File: src/rcc_defines.vh
// constants for the redriver per-channel configuration register bank
// included by the bank and its memory module; definitions only
`ifndef RCC_DEFINES_VH
`define RCC_DEFINES_VH

`define RCC_OFS_STATUS 5'h00
`define RCC_OFS_EQ_GAIN 5'h01
`define RCC_OFS_PROFILE_FLAT 5'h03
`define RCC_OFS_DET_CTRL 5'h04
`define RCC_OFS_PD_OVR 5'h05
`define RCC_OFS_DET_RST 5'h0A

`define RCC_BASE_BCAST 3'h4
`define RCC_BASE_SHARED 3'h7

`define RCC_RST_STATUS 8'h00
`define RCC_RST_EQ_GAIN 8'h00
`define RCC_RST_PROFILE_FLAT 8'h05
`define RCC_RST_DET_CTRL 8'h00
`define RCC_RST_PD_OVR 8'h7F
`define RCC_RST_DET_RST 8'h00

`define RCC_MASK_PROFILE_FLAT 8'h7F
`define RCC_MASK_DET_CTRL 8'h07
`define RCC_MASK_DET_RST 8'h04
`define RCC_MASK_PD_OVR 8'hFF
`define RCC_MASK_EQ_GAIN 8'hFF

`define RCC_BIT_DET_P 7
`define RCC_BIT_DET_N 6
`define RCC_BIT_SKIP 7
`define RCC_BIT_OVR_EN 7
`define RCC_BIT_FORCE 2
`define RCC_BIT_POLL_EN 1
`define RCC_BIT_POLL_SEL 0
`define RCC_BIT_FSM_RST 2

`define RCC_POLL_TWO 2'h2
`define RCC_POLL_THREE 2'h3
`define RCC_POLL_ONE 2'h1

`define RCC_BLOCK_ALL_OFF 7'h00
`define RCC_BLOCK_ALL_ON 7'h7F
`define RCC_RST_FLAT 3'h5

`endif

File: src/rcc_reg_mem.v
// small register store: one 8-bit word per channel for each of the five writable offsets
// write by channel mask; read data registered, one cycle after the address
`timescale 1ns/1ps
`include "rcc_defines.vh"

module rcc_reg_mem #(
    parameter CHANNELS = 2
) (
    input wire clk_in,
    input wire reset_in,
    input wire [CHANNELS-1:0] wr_mask_in,
    input wire [4:0] wr_ofs_in,
    input wire [7:0] wr_data_in,
    input wire [0:0] rd_chan_in,
    input wire [4:0] rd_ofs_in,
    output reg [7:0] rd_data_out
);
    reg [7:0] eq_reg [0:CHANNELS-1];
    reg [7:0] pf_reg [0:CHANNELS-1];
    reg [7:0] dc_reg [0:CHANNELS-1];
    reg [7:0] pd_reg [0:CHANNELS-1];
    reg [7:0] dr_reg [0:CHANNELS-1];
    genvar g;

    generate
        for (g = 0; g < CHANNELS; g = g + 1) begin : chan
            always @(posedge clk_in) begin
                if (reset_in) begin
                    eq_reg[g] <= `RCC_RST_EQ_GAIN;
                    pf_reg[g] <= `RCC_RST_PROFILE_FLAT;
                    dc_reg[g] <= `RCC_RST_DET_CTRL;
                    pd_reg[g] <= `RCC_RST_PD_OVR;
                    dr_reg[g] <= `RCC_RST_DET_RST;
                end else if (wr_mask_in[g]) begin
                    case (wr_ofs_in)
                        `RCC_OFS_EQ_GAIN: eq_reg[g] <= wr_data_in & `RCC_MASK_EQ_GAIN;
                        `RCC_OFS_PROFILE_FLAT: pf_reg[g] <= wr_data_in & `RCC_MASK_PROFILE_FLAT;
                        `RCC_OFS_DET_CTRL: dc_reg[g] <= wr_data_in & `RCC_MASK_DET_CTRL;
                        `RCC_OFS_PD_OVR: pd_reg[g] <= wr_data_in & `RCC_MASK_PD_OVR;
                        `RCC_OFS_DET_RST: dr_reg[g] <= wr_data_in & `RCC_MASK_DET_RST;
                        default: ;
                    endcase
                end
            end
        end
    endgenerate

    always @(posedge clk_in) begin
        if (reset_in) begin
            rd_data_out <= 8'h00;
        end else begin
            case (rd_ofs_in)
                `RCC_OFS_EQ_GAIN: rd_data_out <= eq_reg[rd_chan_in];
                `RCC_OFS_PROFILE_FLAT: rd_data_out <= pf_reg[rd_chan_in];
                `RCC_OFS_DET_CTRL: rd_data_out <= dc_reg[rd_chan_in];
                `RCC_OFS_PD_OVR: rd_data_out <= pd_reg[rd_chan_in];
                `RCC_OFS_DET_RST: rd_data_out <= dr_reg[rd_chan_in];
                default: rd_data_out <= 8'h00;
            endcase
        end
    end
endmodule

File: src/rcc_channel_bank.v
// one bank of two redriver channels: configuration registers, latched
// termination-detect status and per-channel control outputs
// assumes a serial-bus front end that delivers decoded byte reads/writes
// synchronous to CLK_IN, one access per pulse
//
// Contract
// latched positive-pin detect status in bit 7
// latched negative-pin detect status in bit 6
// bit 7 of gain register bypasses stage one
// stage one boost from bits 6..3
// stage two boost from bits 2..0
// midband shape bits 6..3, bit 7 reads zero
// flat gain bits 2..0, reset 101
// detect control bit 2 forces termination detected
// extra polling only when bit 1 set
// bit 0 picks two or three polls
// power-down override active only with bit 7
// override field enables or disables each block
// base 0x80 writes all, reads first channel
// detect reset bit 2 holds fsm reset
// fsm reset clears both latched status bits
`timescale 1ns/1ps
`include "rcc_defines.vh"

module rcc_channel_bank #(
    parameter CHANNELS = 2
) (
    // clock and reset
    input wire CLK_IN,
    input wire RESET_IN,
    // register access from the serial-bus front end
    input wire WR_STB_IN,
    input wire RD_STB_IN,
    input wire [7:0] ADDR_IN,
    input wire [7:0] WDATA_IN,
    output reg [7:0] RDATA_OUT,
    output reg RVALID_OUT,
    // receiver-detect comparator results, one per channel
    input wire [CHANNELS-1:0] TERM_SEEN_P_IN,
    input wire [CHANNELS-1:0] TERM_SEEN_N_IN,
    // per-channel controls, packed channel 0 in the low slice
    output reg [CHANNELS-1:0] FIRST_BOOST_SKIP_OUT,
    output reg [4*CHANNELS-1:0] FIRST_BOOST_LEVEL_OUT,
    output reg [3*CHANNELS-1:0] SECOND_BOOST_LEVEL_OUT,
    output reg [4*CHANNELS-1:0] MIDBAND_BOOST_SHAPE_OUT,
    output reg [3*CHANNELS-1:0] FLAT_GAIN_OUT,
    output reg [CHANNELS-1:0] FORCE_TERM_PRESENT_OUT,
    output reg [CHANNELS-1:0] POLL_EXTRA_EN_OUT,
    output reg [2*CHANNELS-1:0] POLL_COUNT_OUT,
    output reg [CHANNELS-1:0] TERM_DETECT_FSM_RESET_OUT,
    output reg [7*CHANNELS-1:0] BLOCK_EN_OUT
);
    // shadow copies of the writable registers drive the analog controls;
    // the memory module only serves reads
    reg [7:0] eq_reg [0:CHANNELS-1];
    reg [7:0] pf_reg [0:CHANNELS-1];
    reg [7:0] dc_reg [0:CHANNELS-1];
    reg [7:0] pd_reg [0:CHANNELS-1];
    reg [7:0] dr_reg [0:CHANNELS-1];
    reg [CHANNELS-1:0] det_p_reg;
    reg [CHANNELS-1:0] det_n_reg;
    reg rd_pend_reg;
    reg rd_status_reg;
    reg rd_none_reg;
    reg [7:0] status_reg;

    wire [2:0] base = ADDR_IN[7:5];
    wire [4:0] ofs = ADDR_IN[4:0];
    wire [7:0] mem_rdata;
    reg [CHANNELS-1:0] wr_mask;
    reg [0:0] rd_chan;

    // base 0x00/0x20 -> first channel, 0x40/0x60 -> second
    function [0:0] chan_of;
        input [2:0] b;
        begin
            chan_of = b[1];
        end
    endfunction

    function is_chan_base;
        input [2:0] b;
        begin
            is_chan_base = (b < `RCC_BASE_BCAST);
        end
    endfunction

    always @* begin
        wr_mask = {CHANNELS{1'b0}};
        rd_chan = 1'b0;
        if (WR_STB_IN) begin
            if (base == `RCC_BASE_BCAST) begin
                wr_mask = {CHANNELS{1'b1}};
            end else if (is_chan_base(base)) begin
                wr_mask[chan_of(base)] = 1'b1;
            end
        end
        if (is_chan_base(base)) begin
            rd_chan = chan_of(base);
        end // broadcast base reads the first channel
    end

    rcc_reg_mem #(
        .CHANNELS(CHANNELS)
    ) u_mem (
        .clk_in(CLK_IN),
        .reset_in(RESET_IN),
        .wr_mask_in(wr_mask),
        .wr_ofs_in(ofs),
        .wr_data_in(WDATA_IN),
        .rd_chan_in(rd_chan),
        .rd_ofs_in(ofs),
        .rd_data_out(mem_rdata)
    );

    genvar g;
    generate
        for (g = 0; g < CHANNELS; g = g + 1) begin : chan
            always @(posedge CLK_IN) begin
                if (RESET_IN) begin
                    eq_reg[g] <= `RCC_RST_EQ_GAIN;
                    pf_reg[g] <= `RCC_RST_PROFILE_FLAT;
                    dc_reg[g] <= `RCC_RST_DET_CTRL;
                    pd_reg[g] <= `RCC_RST_PD_OVR;
                    dr_reg[g] <= `RCC_RST_DET_RST;
                end else if (wr_mask[g]) begin
                    case (ofs)
                        `RCC_OFS_EQ_GAIN: eq_reg[g] <= WDATA_IN & `RCC_MASK_EQ_GAIN;
                        `RCC_OFS_PROFILE_FLAT: pf_reg[g] <= WDATA_IN & `RCC_MASK_PROFILE_FLAT;
                        `RCC_OFS_DET_CTRL: dc_reg[g] <= WDATA_IN & `RCC_MASK_DET_CTRL;
                        `RCC_OFS_PD_OVR: pd_reg[g] <= WDATA_IN & `RCC_MASK_PD_OVR;
                        `RCC_OFS_DET_RST: dr_reg[g] <= WDATA_IN & `RCC_MASK_DET_RST;
                        default: ;
                    endcase
                end
            end

            // detect flags latch high; fsm reset clears them, but a detection
            // is ignored while the fsm is held so reset wins here
            always @(posedge CLK_IN) begin
                if (RESET_IN) begin
                    det_p_reg[g] <= 1'b0;
                    det_n_reg[g] <= 1'b0;
                end else if (dr_reg[g][`RCC_BIT_FSM_RST]) begin
                    det_p_reg[g] <= 1'b0;
                    det_n_reg[g] <= 1'b0;
                end else begin
                    if (TERM_SEEN_P_IN[g] || dc_reg[g][`RCC_BIT_FORCE]) begin
                        det_p_reg[g] <= 1'b1;
                    end
                    if (TERM_SEEN_N_IN[g] || dc_reg[g][`RCC_BIT_FORCE]) begin
                        det_n_reg[g] <= 1'b1;
                    end
                end
            end

            always @(posedge CLK_IN) begin
                if (RESET_IN) begin
                    FIRST_BOOST_SKIP_OUT[g] <= 1'b0;
                    FIRST_BOOST_LEVEL_OUT[4*g+3:4*g] <= 4'h0;
                    SECOND_BOOST_LEVEL_OUT[3*g+2:3*g] <= 3'h0;
                    MIDBAND_BOOST_SHAPE_OUT[4*g+3:4*g] <= 4'h0;
                    FLAT_GAIN_OUT[3*g+2:3*g] <= `RCC_RST_FLAT;
                    FORCE_TERM_PRESENT_OUT[g] <= 1'b0;
                    POLL_EXTRA_EN_OUT[g] <= 1'b0;
                    POLL_COUNT_OUT[2*g+1:2*g] <= `RCC_POLL_ONE;
                    TERM_DETECT_FSM_RESET_OUT[g] <= 1'b0;
                    BLOCK_EN_OUT[7*g+6:7*g] <= `RCC_BLOCK_ALL_ON;
                end else begin
                    FIRST_BOOST_SKIP_OUT[g] <= eq_reg[g][`RCC_BIT_SKIP];
                    FIRST_BOOST_LEVEL_OUT[4*g+3:4*g] <= eq_reg[g][6:3];
                    SECOND_BOOST_LEVEL_OUT[3*g+2:3*g] <= eq_reg[g][2:0];
                    MIDBAND_BOOST_SHAPE_OUT[4*g+3:4*g] <= pf_reg[g][6:3];
                    FLAT_GAIN_OUT[3*g+2:3*g] <= pf_reg[g][2:0];
                    FORCE_TERM_PRESENT_OUT[g] <= dc_reg[g][`RCC_BIT_FORCE];
                    POLL_EXTRA_EN_OUT[g] <= dc_reg[g][`RCC_BIT_POLL_EN];
                    // one poll when extra polling is off, else two or three
                    if (!dc_reg[g][`RCC_BIT_POLL_EN]) begin
                        POLL_COUNT_OUT[2*g+1:2*g] <= `RCC_POLL_ONE;
                    end else if (dc_reg[g][`RCC_BIT_POLL_SEL]) begin
                        POLL_COUNT_OUT[2*g+1:2*g] <= `RCC_POLL_THREE;
                    end else begin
                        POLL_COUNT_OUT[2*g+1:2*g] <= `RCC_POLL_TWO;
                    end
                    TERM_DETECT_FSM_RESET_OUT[g] <= dr_reg[g][`RCC_BIT_FSM_RST];
                    // without override every block stays on
                    if (pd_reg[g][`RCC_BIT_OVR_EN]) begin
                        BLOCK_EN_OUT[7*g+6:7*g] <= pd_reg[g][6:0];
                    end else begin
                        BLOCK_EN_OUT[7*g+6:7*g] <= `RCC_BLOCK_ALL_ON;
                    end
                end
            end
        end
    endgenerate

    // status is assembled at the request so the read returns the latch state
    always @(posedge CLK_IN) begin
        if (RESET_IN) begin
            rd_pend_reg <= 1'b0;
            rd_status_reg <= 1'b0;
            rd_none_reg <= 1'b0;
            status_reg <= `RCC_RST_STATUS;
            RDATA_OUT <= 8'h00;
            RVALID_OUT <= 1'b0;
        end else begin
            rd_pend_reg <= RD_STB_IN;
            rd_status_reg <= (ofs == `RCC_OFS_STATUS) && (base <= `RCC_BASE_BCAST);
            // bases above broadcast belong to no channel; the store would
            // otherwise answer with the first channel's word
            rd_none_reg <= (base > `RCC_BASE_BCAST);
            status_reg <= {det_p_reg[rd_chan], det_n_reg[rd_chan], 6'h00};
            RVALID_OUT <= rd_pend_reg;
            if (rd_pend_reg) begin
                if (rd_none_reg) begin
                    RDATA_OUT <= 8'h00;
                end else begin
                    RDATA_OUT <= rd_status_reg ? status_reg : mem_rdata;
                end
            end
        end
    end
endmodule

File: config.mk
export PLATFORM = sky130hd
export DESIGN_NAME = rcc_channel_bank
export DESIGN_NICKNAME = d
export VERILOG_FILES = /design/src/rcc_reg_mem.v /design/src/rcc_channel_bank.v
export VERILOG_INCLUDE_DIRS = /design/src
export SDC_FILE = /design/constraint.sdc
export NUM_CORES = 1
export LEC_CHECK = 0
export ABC_CLOCK_PERIOD_IN_PS = 3680
export BUFFER_PORTS_ARGS = -buffer_cell sky130_fd_sc_hd__buf_2
export CORE_MARGIN = 2
export CORE_UTILIZATION = 30
export CTS_CLUSTER_DIAMETER = 40
export CTS_CLUSTER_SIZE = 8
export DETAILED_ROUTE_END_ITERATION = 8
export GPL_TIMING_DRIVEN = 0
export SETUP_SLACK_MARGIN = 0.2
export SLEW_MARGIN = 20
export SYNTH_ARGS = -nofsm -noshare
export SYNTH_HDL_FRONTEND = slang
export SYNTH_SLANG_ARGS = --single-unit
File: constraint.sdc
create_clock -name CLK_IN -period 3.68 [get_ports CLK_IN]
set_input_delay 0.368 -clock CLK_IN [delete_from_list [all_inputs] [get_ports CLK_IN]]
set_output_delay 0.368 -clock CLK_IN [all_outputs]
set_load 0.005 [all_outputs]
* Yosys cells after proc, flatten, opt, wreduce, memory -nomap -nowiden
Memory sizes are Yosys's and may differ from the RTL's. A register that Yosys moved wholly into a read port is not among the register bits.
Index checks and enable logic that the tools add are counted.
** Storage, ports and cells
- Bits in registers :: 56
- RAM bits :: 108
- Bits of input ports :: 24
- Output and inout port bits :: 63
- Memories kept :: 10
** Operators by class
- $lt $le $gt $ge :: 6
- Equality and inequality tests :: 6
- Mux-type cells :: 72
- Bitwise logic cells :: 24
- Reductions and logical operators :: 13
** Memories
- eq_reg :: depth 2, bits a word 8, rd ports 2, clocked after memory_dff 2, wr ports 2, line rcc_channel_bank.v:55 : reg [7:0] eq_reg [0:CHANNELS-1];
- pd_reg :: depth 2, bits a word 8, rd ports 2, clocked after memory_dff 0, wr ports 2, line rcc_channel_bank.v:58 : reg [7:0] pd_reg [0:CHANNELS-1];
- u_mem.eq_reg :: depth 2, bits a word 8, rd ports 1, clocked after memory_dff 0, wr ports 2, line rcc_reg_mem.v:18 : reg [7:0] eq_reg [0:CHANNELS-1];
- u_mem.pd_reg :: depth 2, bits a word 8, rd ports 1, clocked after memory_dff 0, wr ports 2, line rcc_reg_mem.v:21 : reg [7:0] pd_reg [0:CHANNELS-1];
- pf_reg :: depth 2, bits a word 7, rd ports 2, clocked after memory_dff 2, wr ports 2, line rcc_channel_bank.v:56 : reg [7:0] pf_reg [0:CHANNELS-1];
- u_mem.pf_reg :: depth 2, bits a word 7, rd ports 1, clocked after memory_dff 0, wr ports 2, line rcc_reg_mem.v:19 : reg [7:0] pf_reg [0:CHANNELS-1];
- 4 more memories
** Operator list (count)
- 2-to-1 mux 8 bit :: 10
- 2-to-1 mux 1 bit :: 49
- one-hot mux 8 bit (5 select lines) :: 1
- 2-to-1 mux 7 bit :: 4
- bitwise OR 1 bit :: 20
- 2-to-1 mux 3 bit :: 4
- OR reduction 2 bit :: 6
- == test 5 x 3 -> 1 bit, second input constant :: 2
- 2-to-1 mux 2 bit :: 3
- == test 5 x 1 -> 1 bit, second input constant :: 1
- == test 5 x 2 -> 1 bit, second input constant :: 1
- == test 5 x 4 -> 1 bit, second input constant :: 1
- zero test 5 bit :: 1
- logical OR 1 bit :: 4
- less-than comparator 1 x 2 -> 1 bit, second input constant :: 2
- NOT 1 bit :: 4
- == test 3 bit, second input constant :: 1
- > comparator 3 bit, second input constant :: 1
- less-or-equal comparator 3 bit, second input constant :: 1
- less-than comparator 3 bit, second input constant :: 1
- logical AND 1 bit :: 2
- demux 1 bit (select 1 bit) :: 1
- greater-or-equal comparator 1 bit, second input constant :: 1

* Logic depth before layout (Yosys ltp)
- Word-level depth :: 11
- Depth in mapped cells :: 6
- Gate-level depth less buffers :: 4

* By module
Synthesis repeated with hierarchy kept, for this count alone.
** Unflattened totals
- Cells, all modules :: 563
- Area total of the unflattened synthesis :: 7210.7 um^2
** By module, submodules not included
- rcc_channel_bank :: times used 1, cells an instance 340, area an instance 4324.1 um^2, seq. area each 3062.9 um^2
- rcc_reg_mem :: times used 1, cells an instance 223, area an instance 2886.5 um^2, seq. area each 1781.7 um^2

* Worst setup path before layout
No wires, ideal clock.
- Path type :: in2reg
- Start point :: input port RESET_IN
- End point :: memory eq_reg[0][0], enable pin
- Setup time :: 0.375 ns
- Arrival :: 1.410 ns
- Data required time :: 3.305 ns
- Setup slack :: 1.896 ns
- Stages :: 4
- Path buffers :: 3
- Path through :: buf_2 -> clkbuf_1 -> clkbuf_1 -> o21bai_1
** RTL lines
- from (decl) :: line rcc_channel_bank.v:30 : input wire RESET_IN,
- to (decl) :: line rcc_channel_bank.v:55

==> results.md <==
- Vias in the first global route: 3514
- Htree depth: 4
- Die area: ~0.018 mm²
- Switching Share: 0.2225
- Sequential share of the synthesized area: 0.6502
- Latest clock arrival within the worst-skew pair: roughly 0.42 ns
- Core area: between 0.015 and 0.02 mm²
- Crit-path max FO: 10
- Fin. max-slew vios: 0
- Deepest clock path buffer count: 2
- WP data required: approximately 3.7 ns
- Predominant post-synthesis flop cell: dfxtp_1
- Critical register-to-register path startpoint: u_mem.dc_reg[0][1]$_SDFFCE_PN0P_
- Syn_nets: around 450
- Port Buffer Count: 85
- Hpwl dp: between 9000 and 10000 µm
- WHS Path Cells: 2
- R2R depth: 3
- YS warnings: 0
- Clock skew: between 0.006 and 0.007 ns
- FMAX: around 530 MHz
- Die Ht: about 130 µm
- Hold Startpoint: RD_STB_IN
- GRT Overall Usage: 0.1489
- Initial antenna violation count: 0
- Hold Buf Count CTS: 0
- Synth top area cells: edfxtp_1 33%, dfxtp_1 32%, nand2b_1 5.0%
- Final Net Count: around 560
- Mean Syn Cell Area: 11.56 µm²
- Final hold vios: 0
- # rows: 46
- Crit end category: flip-flop
- Largest register FFs: 14
- Final setup viols: 0
- Gpl congestion: about 0.90
- CTS Root Cell: clkbuf_16
- Maxcap violations: 0
- Status: complete, no violations
- Share of power burned in registers: 0.472
- Register bit total from synthesis: around 130
- Combinational Power Share: 0.056
- CTS tree: built
- Final period utilization: 0.5153
- Peak VDD IR: approximately 320 µV
- Worst-margin pin slew: 0.8376 ns
- Cell count after synthesis: approximately 430
- Share of total power in the clock network: 0.472
- Worst path arrival time: between 1.5 and 2 ns
- Top-area cell type share of the netlist area: 0.3271
- Yosys top cell by area: edfxtp_1
- Initial DRC count: between 200 and 300
- First-pass GRT wire length: ~19000 µm
- Residual DRC: 0
- Total CTS buffers: 17
- Post-synth cell types: 35
- Overflow after GRT: 0
- First-pass iteration count of the detailed router: 5
- Number of flops mapped to enable cells by yosys: 54
- R2R setup slack: between 2 and 3 ns
- Pin count of the biggest net entering global routing: 17
- Post-CTS Setup Bufs: 0
- RSZ-0062 raised after global routing: false
- Post-cts sizing count: 0
- TritonCTS Sinks: ~130
- Cell Pwr Density: around 560 mW/mm²
- Fin Setup TNS: 0 ns
- Total number of vias: about 3500
- Reg with most FFs: BLOCK_EN_OUT
- Chip width: 132.5 µm
- Syn-to-layout area delta: 25.97%
- Dpl cell area: between 0.005 and 0.006 mm²
- Initial Util: 0.3098
- Share of layout cells above drive strength 1: 0.2527
- Pint: between 0.002 and 0.003 W
- Final worst path period need: around 1.9 ns
- Worst rel slew slack: 0.4405
- Crit Path Category: in2reg
- Clock transition at the registers of the reported paths: around 0.06 ns
- Crit path launch: ADDR_IN[6]
- Worst Setup Start Kind: primary input
- Vias per cell: between 4 and 5
- Sw power: 0.0007747 W
- Ant. Diodes: 0
- Design area: between 0.006 and 0.007 mm²
- CP endpoint: u_mem.eq_reg[1][5]$_SDFFCE_PN0P_
- Mapped Area: about 0.0050 mm²
- DR WL/cell: 16.73 µm
- RR Endpoint: u_mem.rd_data_out[1]$_SDFF_PP0_
- ANT nets after route: 0
- Leak: 2.407 nW
- Final wirelength: 12750 µm
- Num ports: 87
- Worst min path class: in2reg
- Fraction of registers with async set/reset: 0
-- worst min path at each step --
stage / endpoint / slack [ns]
global route: rd_pend_reg$_SDFF_PP0_ / 0.19
finish: rd_pend_reg$_SDFF_PP0_ / 0.17
detailed placement: status_reg[6]$_SDFF_PP0_ / 0.45
CTS: rd_pend_reg$_SDFF_PP0_ / 0.16
floorplan: BLOCK_EN_OUT[9]$_SDFF_PP1_ / 0.43
global placement: status_reg[6]$_SDFF_PP0_ / 0.45
-- synth_stat cells (all sizes together) (2+ instances only) --
| library cell | number |
|---|---|
| o22ai | 4 |
| dfxtp | 80 |
| nand3 | 10 |
| buf | 11 |
| nor2b | 39 |
| nor4 | 3 |
| a21oi | 27 |
| nor2 | 13 |
| edfxtp | 54 |
| o31a | 7 |
| mux2i | 12 |
| nor3 | 21 |
| o21ai | 2 |
| or2 | 12 |
| clkbuf | 9 |
| nand2 | 44 |
| nand2b | 40 |
| and2 | 22 |
| o21bai | 9 |
-- critical path: stages --
cell and delay, ns:
buf_2 0.12, nor2b_1 0.33, o21ai_2 0.22, buf_2 0.24
o21bai_1 0.67
-- final cells by class --
class	instances	area (µm²)
fill	1619	9756
sequential	134	3223
multi-input combinational	274	1644
clock buffer	24	535.5
timing repair buffer	85	425.4
tap	216	270.3
buffer	20	86.33
clock inverter	8	56.30
inverter	1	3.754
-- metal layers --
| layer | track usage | part of all wire | wire, µm |
|---|---|---|---|
| met5 | 0 | 0 | 0 |
| met4 | 0.06511 | 0.018 | 233 |
| met3 | 0.04751 | 0.072 | 918 |
| met2 | 0.2329 | 0.47 | 5948 |
| met1 | 0.1891 | 0.44 | 5651 |
-- metrics by stage --
stage	worst slack (ns)	hold slack, ns	util	power (W)	instances
floorplan	1.896	0.4283	-	0.001765	429
global placement	1.359	0.4511	0.3533	0.001864	730
detailed placement	1.331	0.4481	0.3533	0.001868	730
CTS	1.785	0.1559	0.3903	0.003511	762
global route	1.709	0.1851	0.3903	0.003595	762
finish	1.784	0.1733	0.3903	0.003481	762
-- power groups by stage --
stage | sequential (W) | combinational, W | clock (W)
after global placement | 0.00167 | 0.000191 | 0
after detailed placement | 0.00167 | 0.000195 | 0
final | 0.00164 | 0.000194 | 0.00164
after CTS | 0.00164 | 0.000196 | 0.00167
after floorplan | 0.00167 | 0.0000985 | 0
after global routing | 0.00165 | 0.000212 | 0.00173
-- kinds of logic after synthesis --
group | Yosys count | share of synthesized area
buffers and inverters | 21 | 0.01817
AO/OA/AOI/OAI | 52 | 0.06815
flip-flops | 134 | 0.6502
multiplexers | 12 | 0.02423
AND/OR/NAND/NOR | 210 | 0.2393
-- cells in the final DEF (no fill, tap or decap), types with 3 or more instances in the layout --
cell and count:
or2_1 8, a21oi_1 27, o21bai_1 9, dfxtp_1 80, or2_2 4, nor2_1 13, nor3_1 15, edfxtp_1 54
and2_1 22, clkbuf_16 20, nor3_2 5, nand3_1 10, o31a_1 7, buf_2 94, mux2i_1 12, nor4_1 3
nand2_1 43, nand2b_1 40, o22ai_1 4, clkbuf_1 11, nor2b_1 39
No activity file was read; power rests on OpenSTA's default activity.
